--- src/design/fss_params.svh ---
// Timing counts, sizes and status codes for the fieldbus slave state machine
`ifndef FSS_PARAMS_SVH
`define FSS_PARAMS_SVH

// Clock period and the process-data cycle time, in ns
`define FSS_CLK_NS 5
`define FSS_CYCLE_NS 1000
// Cycles per process-data cycle, rounded down
`define FSS_CYCLE_CYC (`FSS_CYCLE_NS / `FSS_CLK_NS)

// Widths and depths
`define FSS_PD_W 32
`define FSS_MBX_DEPTH 16
`define FSS_CFG_KINDS 6

// Status codes for a state request: none when accepted, else why it was refused
`define FSS_ERR_NONE 8'h00
`define FSS_ERR_SKIP 8'h11
`define FSS_ERR_BADREQ 8'h12

// Configuration kinds, bounds for the two preparation groups
`define FSS_CFG_PREOP_LAST 3'h2
`define FSS_CFG_SAFEOP_FIRST 3'h3
`define FSS_CFG_SAFEOP_LAST 3'h5

`endif

--- src/design/fss_pkg.sv ---
// Types shared by both ends of the fieldbus slave state machine
package fss_pkg;

  // Communication states, one-hot so order compares as magnitude
  typedef enum logic [3:0] {
    FSS_INIT   = 4'h1,
    FSS_PREOP  = 4'h2,
    FSS_SAFEOP = 4'h4,
    FSS_OP     = 4'h8
  } fss_state_t;

  // Configuration steps the master performs over the link
  typedef enum logic [2:0] {
    FSS_CFG_ADDR   = 3'h0,
    FSS_CFG_MBX    = 3'h1,
    FSS_CFG_DCLK   = 3'h2,
    FSS_CFG_MAP    = 3'h3,
    FSS_CFG_SMCH   = 3'h4,
    FSS_CFG_MMU    = 3'h5
  } fss_cfg_t;

  // Master sequencer states
  typedef enum logic [5:0] {
    FSS_H_IDLE = 6'h01,
    FSS_H_STEP = 6'h02,
    FSS_H_CFG  = 6'h04,
    FSS_H_REQ  = 6'h08,
    FSS_H_WAIT = 6'h10,
    FSS_H_MBX  = 6'h20
  } fss_host_st_t;

endpackage

--- src/design/fss_link_if.sv ---
// Link between the network master end and the slave state machine end
`timescale 1ns/1ps
interface fss_link_if #(parameter int PD_W = 32);
  // Master to slave
  logic st_req_valid;
  logic [3:0] st_req;
  logic cfg_valid;
  logic [2:0] cfg_kind;
  logic mbx_valid;
  logic mbx_write;
  logic [15:0] mbx_index;
  logic [31:0] mbx_wdata;
  logic cycle_tick;
  logic rxpd_valid;
  logic [PD_W-1:0] rxpd_data;
  // Slave to master
  logic st_ack;
  logic [3:0] st_cur;
  logic st_err;
  logic [7:0] st_err_code;
  logic mbx_rsp_valid;
  logic mbx_rsp_err;
  logic [31:0] mbx_rsp_data;
  logic txpd_valid;
  logic [PD_W-1:0] txpd_data;

  modport slave (
    input st_req_valid, st_req, cfg_valid, cfg_kind, mbx_valid, mbx_write,
    input mbx_index, mbx_wdata, cycle_tick, rxpd_valid, rxpd_data,
    output st_ack, st_cur, st_err, st_err_code, mbx_rsp_valid, mbx_rsp_err,
    output mbx_rsp_data, txpd_valid, txpd_data
  );
  modport master (
    output st_req_valid, st_req, cfg_valid, cfg_kind, mbx_valid, mbx_write,
    output mbx_index, mbx_wdata, cycle_tick, rxpd_valid, rxpd_data,
    input st_ack, st_cur, st_err, st_err_code, mbx_rsp_valid, mbx_rsp_err,
    input mbx_rsp_data, txpd_valid, txpd_data
  );
endinterface

--- src/design/fss_master_end.sv ---
// Master end: walks the slave through its states and drives cyclic data
`timescale 1ns/1ps
`include "fss_params.svh"
module fss_master_end
  import fss_pkg::*;
#(
  parameter int PD_W = `FSS_PD_W,
  parameter int CYCLE_CYC = `FSS_CYCLE_CYC
) (
  input wire logic clock,
  input wire logic sys_rst,
  fss_link_if.master link,
  input wire logic go,
  input wire logic [3:0] target_state,
  input wire logic u_mbx_valid,
  input wire logic u_mbx_write,
  input wire logic [15:0] u_mbx_index,
  input wire logic [31:0] u_mbx_wdata,
  input wire logic [PD_W-1:0] out_pd_data,
  output logic busy,
  output logic done,
  output logic err,
  output logic [3:0] slave_state,
  output logic u_mbx_done,
  output logic u_mbx_err,
  output logic [31:0] u_mbx_rdata,
  output logic in_pd_valid,
  output logic [PD_W-1:0] in_pd_data
);

  initial
  begin
    if (CYCLE_CYC < 2 || CYCLE_CYC > 65535)
      $error("fss_master_end: CYCLE_CYC out of range");
  end

  fss_host_st_t st_reg;
  logic [3:0] tgt_reg, cur_reg;
  logic [2:0] cfg_idx_reg, cfg_last_reg;
  logic [15:0] cyc_reg;
  logic tick_reg, pd_sent_reg, done_reg, err_reg;
  logic req_v_reg, cfg_v_reg, mbx_v_reg, mbx_w_reg;
  logic [3:0] req_reg;
  logic [15:0] mbx_i_reg;
  logic [31:0] mbx_d_reg, rdata_reg;
  logic rsp_done_reg, rsp_err_reg;
  logic busy_reg;
  logic [2:0] cfg_kind_reg;
  logic rxv_reg, inv_reg;
  logic [PD_W-1:0] rxd_reg, ind_reg;

  // Step decisions; upward always one state, downward direct
  wire [3:0] one_up = {cur_reg[2:0], 1'b0};
  wire at_tgt = cur_reg == tgt_reg;
  wire go_down = tgt_reg < cur_reg;
  wire pd_run = (cur_reg == FSS_SAFEOP) | (cur_reg == FSS_OP);
  wire cyc_end = cyc_reg == 16'(CYCLE_CYC - 1);

  // Cycle timer, free running
  always_ff @(posedge clock)
  begin
    if (sys_rst)
    begin
      cyc_reg <= '0;
      tick_reg <= 1'b0;
    end
    else
    begin
      cyc_reg <= cyc_end ? 16'h0000 : cyc_reg + 16'h0001;
      tick_reg <= cyc_end;
    end
  end

  // Output data sent each tick once the slave runs process data
  always_ff @(posedge clock)
  begin
    if (sys_rst)
    begin
      rxv_reg <= 1'b0;
      rxd_reg <= '0;
      pd_sent_reg <= 1'b0;
      inv_reg <= 1'b0;
      ind_reg <= '0;
    end
    else
    begin
      rxv_reg <= cyc_end & pd_run;
      if (cyc_end && pd_run)
        rxd_reg <= out_pd_data;
      pd_sent_reg <= pd_run & (pd_sent_reg | rxv_reg);
      inv_reg <= link.txpd_valid;
      if (link.txpd_valid)
        ind_reg <= link.txpd_data;
    end
  end

  // Sequencer
  always_ff @(posedge clock)
  begin
    if (sys_rst)
    begin
      st_reg <= FSS_H_IDLE;
      tgt_reg <= FSS_INIT;
      cur_reg <= FSS_INIT;
      cfg_idx_reg <= 3'h0;
      cfg_last_reg <= 3'h0;
      done_reg <= 1'b0;
      err_reg <= 1'b0;
      req_v_reg <= 1'b0;
      req_reg <= FSS_INIT;
      cfg_v_reg <= 1'b0;
      mbx_v_reg <= 1'b0;
      mbx_w_reg <= 1'b0;
      mbx_i_reg <= '0;
      mbx_d_reg <= '0;
      rsp_done_reg <= 1'b0;
      rsp_err_reg <= 1'b0;
      rdata_reg <= '0;
      busy_reg <= 1'b0;
      cfg_kind_reg <= 3'h0;
    end
    else
    begin
      done_reg <= 1'b0;
      req_v_reg <= 1'b0;
      cfg_v_reg <= 1'b0;
      mbx_v_reg <= 1'b0;
      rsp_done_reg <= 1'b0;
      case (st_reg)
        FSS_H_IDLE:
        begin
          if (go)
          begin
            tgt_reg <= target_state;
            busy_reg <= 1'b1;
            err_reg <= 1'b0;
            st_reg <= FSS_H_STEP;
          end
          else if (u_mbx_valid)
          begin
            mbx_v_reg <= 1'b1;
            mbx_w_reg <= u_mbx_write;
            mbx_i_reg <= u_mbx_index;
            mbx_d_reg <= u_mbx_wdata;
            busy_reg <= 1'b1;
            st_reg <= FSS_H_MBX;
          end
        end
        FSS_H_STEP:
        begin
          if (at_tgt)
          begin
            done_reg <= 1'b1;
            busy_reg <= 1'b0;
            st_reg <= FSS_H_IDLE;
          end
          else if (go_down)
          begin
            req_reg <= tgt_reg;
            st_reg <= FSS_H_REQ;
          end
          else
          begin
            req_reg <= one_up;
            if (one_up == FSS_PREOP)
            begin
              cfg_idx_reg <= FSS_CFG_ADDR;
              cfg_last_reg <= `FSS_CFG_PREOP_LAST;
              st_reg <= FSS_H_CFG;
            end
            else if (one_up == FSS_SAFEOP)
            begin
              cfg_idx_reg <= `FSS_CFG_SAFEOP_FIRST;
              cfg_last_reg <= `FSS_CFG_SAFEOP_LAST;
              st_reg <= FSS_H_CFG;
            end
            else if (pd_sent_reg)
              st_reg <= FSS_H_REQ;
          end
        end
        FSS_H_CFG:
        begin
          cfg_v_reg <= 1'b1;
          cfg_idx_reg <= cfg_idx_reg + 3'h1;
          cfg_kind_reg <= cfg_idx_reg;
          if (cfg_idx_reg == cfg_last_reg)
            st_reg <= FSS_H_REQ;
        end
        FSS_H_REQ:
        begin
          req_v_reg <= 1'b1;
          st_reg <= FSS_H_WAIT;
        end
        FSS_H_WAIT:
        begin
          if (link.st_ack)
          begin
            cur_reg <= link.st_cur;
            if (link.st_err)
            begin
              err_reg <= 1'b1;
              done_reg <= 1'b1;
              busy_reg <= 1'b0;
              st_reg <= FSS_H_IDLE;
            end
            else
              st_reg <= FSS_H_STEP;
          end
        end
        FSS_H_MBX:
        begin
          if (link.mbx_rsp_valid)
          begin
            rsp_done_reg <= 1'b1;
            rsp_err_reg <= link.mbx_rsp_err;
            rdata_reg <= link.mbx_rsp_data;
            busy_reg <= 1'b0;
            st_reg <= FSS_H_IDLE;
          end
        end
        default:
        begin
          st_reg <= FSS_H_IDLE;
          busy_reg <= 1'b0;
        end
      endcase
    end
  end

  // Link drive; config kind kept in a flop so no adder sits on the link
  assign link.st_req_valid = req_v_reg;
  assign link.st_req = req_reg;
  assign link.cfg_valid = cfg_v_reg;
  assign link.cfg_kind = cfg_kind_reg;
  assign link.mbx_valid = mbx_v_reg;
  assign link.mbx_write = mbx_w_reg;
  assign link.mbx_index = mbx_i_reg;
  assign link.mbx_wdata = mbx_d_reg;
  assign link.cycle_tick = tick_reg;
  assign link.rxpd_valid = rxv_reg;
  assign link.rxpd_data = rxd_reg;

  // User side
  assign busy = busy_reg;
  assign done = done_reg;
  assign err = err_reg;
  assign slave_state = cur_reg;
  assign u_mbx_done = rsp_done_reg;
  assign u_mbx_err = rsp_err_reg;
  assign u_mbx_rdata = rdata_reg;
  assign in_pd_valid = inv_reg;
  assign in_pd_data = ind_reg;

endmodule

--- src/flat_wrapper.sv ---
// flat-port wrapper written by rule: the top's interface ports become plain ports
module fss_master_end_flat import fss_pkg::*;
#(
  parameter int PD_W = `FSS_PD_W,
  parameter int CYCLE_CYC = `FSS_CYCLE_CYC
)
  (clock, sys_rst, go, target_state, u_mbx_valid, u_mbx_write, u_mbx_index, u_mbx_wdata, out_pd_data, busy, done, err, slave_state, u_mbx_done, u_mbx_err, u_mbx_rdata, in_pd_valid, in_pd_data, link_st_req_valid, link_st_req, link_cfg_valid, link_cfg_kind, link_mbx_valid, link_mbx_write, link_mbx_index, link_mbx_wdata, link_cycle_tick, link_rxpd_valid, link_rxpd_data, link_st_ack, link_st_cur, link_st_err, link_st_err_code, link_mbx_rsp_valid, link_mbx_rsp_err, link_mbx_rsp_data, link_txpd_valid, link_txpd_data);
  fss_link_if #(.PD_W(PD_W)) link_i ();
  input wire logic clock;
  input wire logic sys_rst;
  input wire logic go;
  input wire logic [3:0] target_state;
  input wire logic u_mbx_valid;
  input wire logic u_mbx_write;
  input wire logic [15:0] u_mbx_index;
  input wire logic [31:0] u_mbx_wdata;
  input wire logic [PD_W-1:0] out_pd_data;
  output logic busy;
  output logic done;
  output logic err;
  output logic [3:0] slave_state;
  output logic u_mbx_done;
  output logic u_mbx_err;
  output logic [31:0] u_mbx_rdata;
  output logic in_pd_valid;
  output logic [PD_W-1:0] in_pd_data;
  output wire logic [$bits(link_i.st_req_valid)-1:0] link_st_req_valid;
  output wire logic [$bits(link_i.st_req)-1:0] link_st_req;
  output wire logic [$bits(link_i.cfg_valid)-1:0] link_cfg_valid;
  output wire logic [$bits(link_i.cfg_kind)-1:0] link_cfg_kind;
  output wire logic [$bits(link_i.mbx_valid)-1:0] link_mbx_valid;
  output wire logic [$bits(link_i.mbx_write)-1:0] link_mbx_write;
  output wire logic [$bits(link_i.mbx_index)-1:0] link_mbx_index;
  output wire logic [$bits(link_i.mbx_wdata)-1:0] link_mbx_wdata;
  output wire logic [$bits(link_i.cycle_tick)-1:0] link_cycle_tick;
  output wire logic [$bits(link_i.rxpd_valid)-1:0] link_rxpd_valid;
  output wire logic [$bits(link_i.rxpd_data)-1:0] link_rxpd_data;
  input wire logic [$bits(link_i.st_ack)-1:0] link_st_ack;
  input wire logic [$bits(link_i.st_cur)-1:0] link_st_cur;
  input wire logic [$bits(link_i.st_err)-1:0] link_st_err;
  input wire logic [$bits(link_i.st_err_code)-1:0] link_st_err_code;
  input wire logic [$bits(link_i.mbx_rsp_valid)-1:0] link_mbx_rsp_valid;
  input wire logic [$bits(link_i.mbx_rsp_err)-1:0] link_mbx_rsp_err;
  input wire logic [$bits(link_i.mbx_rsp_data)-1:0] link_mbx_rsp_data;
  input wire logic [$bits(link_i.txpd_valid)-1:0] link_txpd_valid;
  input wire logic [$bits(link_i.txpd_data)-1:0] link_txpd_data;
  assign link_st_req_valid = link_i.st_req_valid;
  assign link_st_req = link_i.st_req;
  assign link_cfg_valid = link_i.cfg_valid;
  assign link_cfg_kind = link_i.cfg_kind;
  assign link_mbx_valid = link_i.mbx_valid;
  assign link_mbx_write = link_i.mbx_write;
  assign link_mbx_index = link_i.mbx_index;
  assign link_mbx_wdata = link_i.mbx_wdata;
  assign link_cycle_tick = link_i.cycle_tick;
  assign link_rxpd_valid = link_i.rxpd_valid;
  assign link_rxpd_data = link_i.rxpd_data;
  assign link_i.st_ack = link_st_ack;
  assign link_i.st_cur = link_st_cur;
  assign link_i.st_err = link_st_err;
  assign link_i.st_err_code = link_st_err_code;
  assign link_i.mbx_rsp_valid = link_mbx_rsp_valid;
  assign link_i.mbx_rsp_err = link_mbx_rsp_err;
  assign link_i.mbx_rsp_data = link_mbx_rsp_data;
  assign link_i.txpd_valid = link_txpd_valid;
  assign link_i.txpd_data = link_txpd_data;
  fss_master_end #(.PD_W(PD_W), .CYCLE_CYC(CYCLE_CYC)) u_core (.clock(clock), .sys_rst(sys_rst), .link(link_i), .go(go), .target_state(target_state), .u_mbx_valid(u_mbx_valid), .u_mbx_write(u_mbx_write), .u_mbx_index(u_mbx_index), .u_mbx_wdata(u_mbx_wdata), .out_pd_data(out_pd_data), .busy(busy), .done(done), .err(err), .slave_state(slave_state), .u_mbx_done(u_mbx_done), .u_mbx_err(u_mbx_err), .u_mbx_rdata(u_mbx_rdata), .in_pd_valid(in_pd_valid), .in_pd_data(in_pd_data));
endmodule
--- config.mk ---
export PLATFORM = sky130hd
export DESIGN_NAME = fss_master_end_flat
export DESIGN_NICKNAME = d
export VERILOG_FILES = /design/src/design/fss_pkg.sv /design/src/design/fss_link_if.sv /design/src/design/fss_master_end.sv /design/src/flat_wrapper.sv
export VERILOG_INCLUDE_DIRS = /design/src /design/src/design
export SDC_FILE = /design/constraint.sdc
export NUM_CORES = 1
export LEC_CHECK = 0
export BUFFER_PORTS_ARGS = -buffer_cell sky130_fd_sc_hd__buf_2
export CORE_MARGIN = 5
export CORE_UTILIZATION = 47
export DETAILED_ROUTE_END_ITERATION = 7
export HOLD_SLACK_MARGIN = 0.08
export PLACE_DENSITY = 0.76
export SKIP_CTS_REPAIR_TIMING = 1
export SYNTH_ARGS = -nofsm -noshare
export SYNTH_HDL_FRONTEND = slang
export SYNTH_SLANG_ARGS = --single-unit
--- constraint.sdc ---
create_clock -name clock -period 2.5 [get_ports clock]
set_clock_uncertainty 0.05 [all_clocks]
set_input_delay 0.625 -clock clock [delete_from_list [all_inputs] [get_ports clock]]
set_output_delay 0.625 -clock clock [all_outputs]
set_load 0.05 [all_outputs]
# --- Word level (Yosys, flattened, before mapping) ---
# Cells that the tools add are included.
classes:
  add_sub_neg: 2
  order_cmp: 1
  eq_ne: 24
  mux: 39
  n_bitwise: 10
  n_reduce_logical: 18
ops:
  columns: ["cell", "count"]
  rows:
  - ["$mux 6", 10]
  - ["$pmux 6 s6", 1]
  - ["$mux 3", 6]
  - ["$add 16x1->16 const B", 1]
  - ["$eq 16x8->1 const B", 1]
  - ["$mux 1", 16]
  - ["$ne 2x2->1 const B", 6]
  - ["$reduce_and 4->1", 3]
  - ["$reduce_and 2->1", 4]
  - ["$eq 6x1->1 const B", 1]
  - ["$eq 6x2->1 const B", 1]
  - ["$eq 6x3->1 const B", 1]
  - ["$eq 6x4->1 const B", 1]
  - ["$eq 6x5->1 const B", 1]
  - ["$eq 6x6->1 const B", 1]
  - ["$ne 6x1->1 const B", 1]
  - ["$not 1->1", 6]
  - ["$pmux 3 s2", 1]
  - ["$reduce_and 6->1", 1]
  - ["$reduce_bool 2->1", 3]
  - ["$reduce_or 2->1", 3]
  - ["$pmux 1 s5", 1]
  - ["$reduce_and 5->1", 1]
  - ["$eq 4x3->1 const B", 1]
  - ["other kinds (18)", 22]
word_totals:
  ff_bits: 200
  out_inout_bits: 167

# --- Longest topological paths before layout ---
depth:
  word_depth: 6
  ltp_mapped: 8

# --- Worst setup path before layout ---
# No wires, ideal clock.
synth_timing:
  path_type: "reg2reg"
  startpoint: "register u_core.cur_reg[2] (netlist: u_core.slave_state[2])"
  endpoint: "register u_core.busy_reg (netlist: u_core.busy)"
  setup_ns: 0.130
  arrival_time_ns: 2.294
  required_time_ns: 2.320
  setup_slack_ns: 0.025
  stages_incl_launch_ff: 8
  path_cell_list: "dfxtp_1 > buf_2 > inv_1 > ha_1 > nand4_1 > or4b_1 > a2111oi_2 > nor3b_1"
synth_via:
  elab_chain_cells: 3
synth_lines:
  columns: ["element", "line_no", "source"]
  rows:
  - ["start, declared", "fss_master_end.sv:38", "logic [3:0] tgt_reg, cur_reg;"]
  - ["start signal, assigned", "fss_master_end.sv:198", "cur_reg <= link.st_cur;"]
  - ["$eq 4x4->1", "fss_master_end.sv:54", "wire at_tgt = cur_reg == tgt_reg;"]
  - ["$ne 2x1->1 (no source line)", null, null]
  - ["$reduce_and 6->1 (no source line)", null, null]
  - ["end signal, assigned", "fss_master_end.sv:119", "busy_reg <= 1'b0;"]
  - ["end signal, assigned", "fss_master_end.sv:135", "busy_reg <= 1'b1;"]
  - ["end signal, assigned", "fss_master_end.sv:145", "busy_reg <= 1'b1;"]
  - ["end, declared", "fss_master_end.sv:47", "logic busy_reg;"]
# No other way between the ends.
# A chain may end at the register's enable or synchronous reset.

# --- Worst setup path after layout ---
layout_timing:
  startpoint: "register u_core.cur_reg[3] (netlist: u_core.slave_state[3])"
  endpoint: "register u_core.busy_reg (netlist: u_core.busy)"
# Same word-level chain as after synthesis.

==> metrics.md <==
| Metric | Value |
|---|---|
| Mapped cell area | `~7700 sq um` |
| Final Hold Fails | `0` |
| Post-Route WL | `20.8 mm` |
| Worst vdd ir | `around 470 uV` |
| R2R Setup Slk | `approximately 0.3 ns` |
| Vias in the first global route | `6600` |
| Critical path class | `reg2reg` |
| Top FF cell, synth | `dfxtp_1` |
| Die Area | `between 15000 and 20000 sq um` |
| Initial antenna violation count | `0` |
| Via density per instance | `4.91` |
| Reg-to-reg endpoint | `u_core.busy` |
| Simple-gate share of the synthesized area | `23.2%` |
| Syn Nets | `roughly 1100` |
| Fillers | `approximately 1400` |
| Core Box Area | `~16000 sq um` |
| Die width | `around 140 um` |
| Area fraction in compound gates after synthesis | `a little over an eighth` |
| CTS tree | `done` |
| Layout Nets | `1362` |
| CTS H-tree lvls | `4` |
| Slew Limit Fails | `0` |
| Setup_tns | `0 ns` |
| Synth Instances | `879` |
| Global-route wire length before repair | `between 30 and 40 mm` |
| Clk Latency, worst-skew pair | `around 0.43 ns` |
| Fin crit share | `around 88%` |
| Total of max-cap violations | `0` |
| Pre-Repair DR Iteration Count | `4` |
| Main combinational cell family by area after synthesis | `simple AND/OR/NAND/NOR gates` |
| Finish-stage setup viols | `0` |
| FMAX | `455 MHz` |
| Register area | `~4000 sq um` |
| Num Clock Sinks | `a little under 200` |
| CTS root buffer | `clkbuf_16` |
| CP max stage delay | `0.56 ns` |
| Static Leak | `~4.5 nW` |
| Layout area overhead | `31.6%` |
| Synth top area cells | `dfxtp_1, nand2_1, a21oi_1, mux2i_1, a21oi_2` |
| Headroom to the max-slew limit | `64.8%` |
| Residual DRC | `0` |
| Hold Path Class | `in2reg` |
| CTS Buf Count | `17` |
| Setup WS pre-CTS | `roughly 0.35 ns` |
| Hold path cells | `3` |
| Largest net degree at the start of global routing | `67` |
| Ports | `approximately 340` |
| Iter 0 DRT Violations | `around 340` |
| Starting Density | `roughly 48%` |
| CP Launch Type | `flip-flop` |
| DR WL/cell | `between 10 and 15 um` |
| Crit. End Element | `flip-flop` |
| Xor/xnor share of the synthesized area | `1.83%` |
| Yosys warnings | `0` |
| Status | `finished, final reports clean` |
| Port Buf Inserts | `between 300 and 400` |
| Post-synth ARST share | `0%` |
| Hold_sp | `link_st_cur[0]` |
| Post-synth top area cell | `dfxtp_1` |
| Pwr dens | `roughly 700 nW/um^2` |
| Least-Margin Pin Slew | `roughly 0.53 ns` |
| Post-synth EDFFs | `0` |
| Post-synthesis mux area share | `between 4 and 5%` |
| Global route overflow | `0` |
| Clock transition at path regs | `0.07 ns` |
| Routability cong. | `just over 0.8` |
| Flops & latches, synth | `between 150 and 200` |
| GR Util All Layers | `about a fifth` |
| Multi-input logic area | `approximately 3400 sq um` |
| Post-synthesis adder-cell area fraction | `0.981%` |
| Synth unique cells | `52` |
| Sequential cell area fraction in the yosys report | `around 52%` |
| Synth Area per Inst | `8.71 sq um` |
| Worst Path Max Fanout | `4` |
| Min-Delay Endpoint | `u_core.slave_state[0]` |
| Row count | `46` |
| Dpl hpwl | `roughly 15 mm` |
| Via count | `roughly 6900` |
| Die Y | `~140 um` |
| RSZ-0062 raised after global routing | `no` |
| Clk buf depth | `2` |
| Routed Antenna Nets | `0` |
| Setup ws final | `around 0.3 ns` |
| Area share of the largest cell type after synthesis | `between 50% and 60%` |
| Share of layout cells above drive strength 1 | `between 30% and 40%` |
| Slowest CP cell | `or4b_1` |
| Worst-case reg-to-reg path depth | `6` |
| Crit path time final | `around 2.2 ns` |
| Critical Path AT | `about 2.5 ns` |
| Worst path required time | `about 2.8 ns` |
| R2r startpoint | `u_core.slave_state[3]` |
| CP Cell Sequence | `inv_1 -> ha_1 -> nand4_1 -> or4b_1 -> a2111oi_2 -> nor3b_1` |
[routing by layer]
| metal | track usage, % | vias up | wire length (um) |
|---|---|---|---|
| li1 | - | 3541 | - |
| met1 | 25.1 | 3130 | 8430 |
| met2 | 36.0 | 252 | 9940 |
| met3 | 7.82 | 24 | 2100 |
| met4 | 6.43 | 0 | 320 |
| met5 | 0 | - | 0 |
[area by class of cell]
| cell class | instances | area share [%] |
|---|---|---|
| Sequential cell | 199 | 39.6 |
| Multi-Input combinational cell | 618 | 33.3 |
| Timing Repair Buffer | 344 | 18.1 |
| Clock buffer | 19 | 4.40 |
| Tap cell | 216 | 2.68 |
| Clock inverter | 13 | 1.78 |
| Inverter | 6 | 0.224 |
| Antenna cell | 1 | 0.0249 |
[stage by stage]
step           std cells  utilization, %  cell area [sq um]  hold slack (ns)  power, mW
2_1_floorplan        879               -               7650            0.376       4.17
3_3_place_gp        1383            59.2               9450            0.385       4.46
3_5_place_dp        1383            59.2               9450            0.390       4.47
4_1_cts             1415            63.1              10100            0.358       7.35
5_1_grt             1415            63.1              10100            0.362       7.56
6_report            1416            63.2              10100            0.375       7.26
[cell usage after synthesis, types with 3 or more instances]
master,instances
nor3_1,10
nor3b_1,5
and3_1,7
a21oi_1,104
nand2_1,238
nand2b_1,5
nand2_2,20
nand4_1,7
nor2b_1,5
ha_1,6
buf_6,3
or3_1,6
nor2_1,62
nor4_1,4
clkbuf_1,38
a21oi_2,30
dfxtp_1,199
o21ai_0,3
a211oi_1,6
buf_2,9
inv_1,5
xor2_1,10
nand3_1,20
xnor2_1,6
mux2i_1,35
[worst max path at each step]
stage | slack (ns) | from | end | depth (start not counted)
after floorplan | 0.03 | u_core.slave_state[2] | u_core.busy | 7
after global placement | 0.35 | u_core.slave_state[3] | u_core.busy | 6
after detailed placement | 0.35 | u_core.slave_state[3] | u_core.busy | 6
after CTS | 0.31 | u_core.slave_state[3] | u_core.busy | 6
after global routing | 0.15 | u_core.slave_state[3] | u_core.busy | 6
final | 0.30 | u_core.slave_state[3] | u_core.busy | 6
[critical path: cells and delay by family (launching register included)]
kind                       cells  cell delay [ns]
AOI/OAI and AO/OA              1             0.44
and+or+nand+nor                3             0.79
buffers and inverters          1             0.07
DFF                            1             0.40
adders and majority gates      1             0.33
[cell usage in the layout, fill, tap and decap left out, types with 6 or more instances in the layout]
cell       synthesis  layout
a21oi_2           30      30
nand4_1            7       7
nor2_1            62      61
or3_1              6       6
xnor2_1            6       6
buf_4              0      12
and3_1             7       7
buf_2              9     327
ha_1               6       6
a211oi_1           6       6
nor3_1            10      10
nand3_1           20      20
dfxtp_1          199     199
nand2_2           20      20
xor2_1            10      10
clkbuf_16          0      17
a21oi_1          104     104
mux2i_1           35      35
nand2_1          238     238
[power breakdown]
group,leakage [nW],internal [mW],switching [mW],total (mW)
combinational,2.62,0.329,0.717,1.05
clock,0.295,1.63,1.23,2.86
sequential,1.62,3.28,0.0707,3.35
total,4.53,5.24,2.02,7.26
[cells by family (layout without fill, tap and decap cells)]
family                     after synthesis  in the layout
and+or+nand+nor                        402            402
DFF                                    199            199
AOI/OAI and AO/OA                      159            159
buffers and inverters                   62            382
muxes                                   35             35
xor gates and xnor gates                16             16
adders and majority gates                6              6
other                                    0              1
Power figures use the tool's default switching activity.
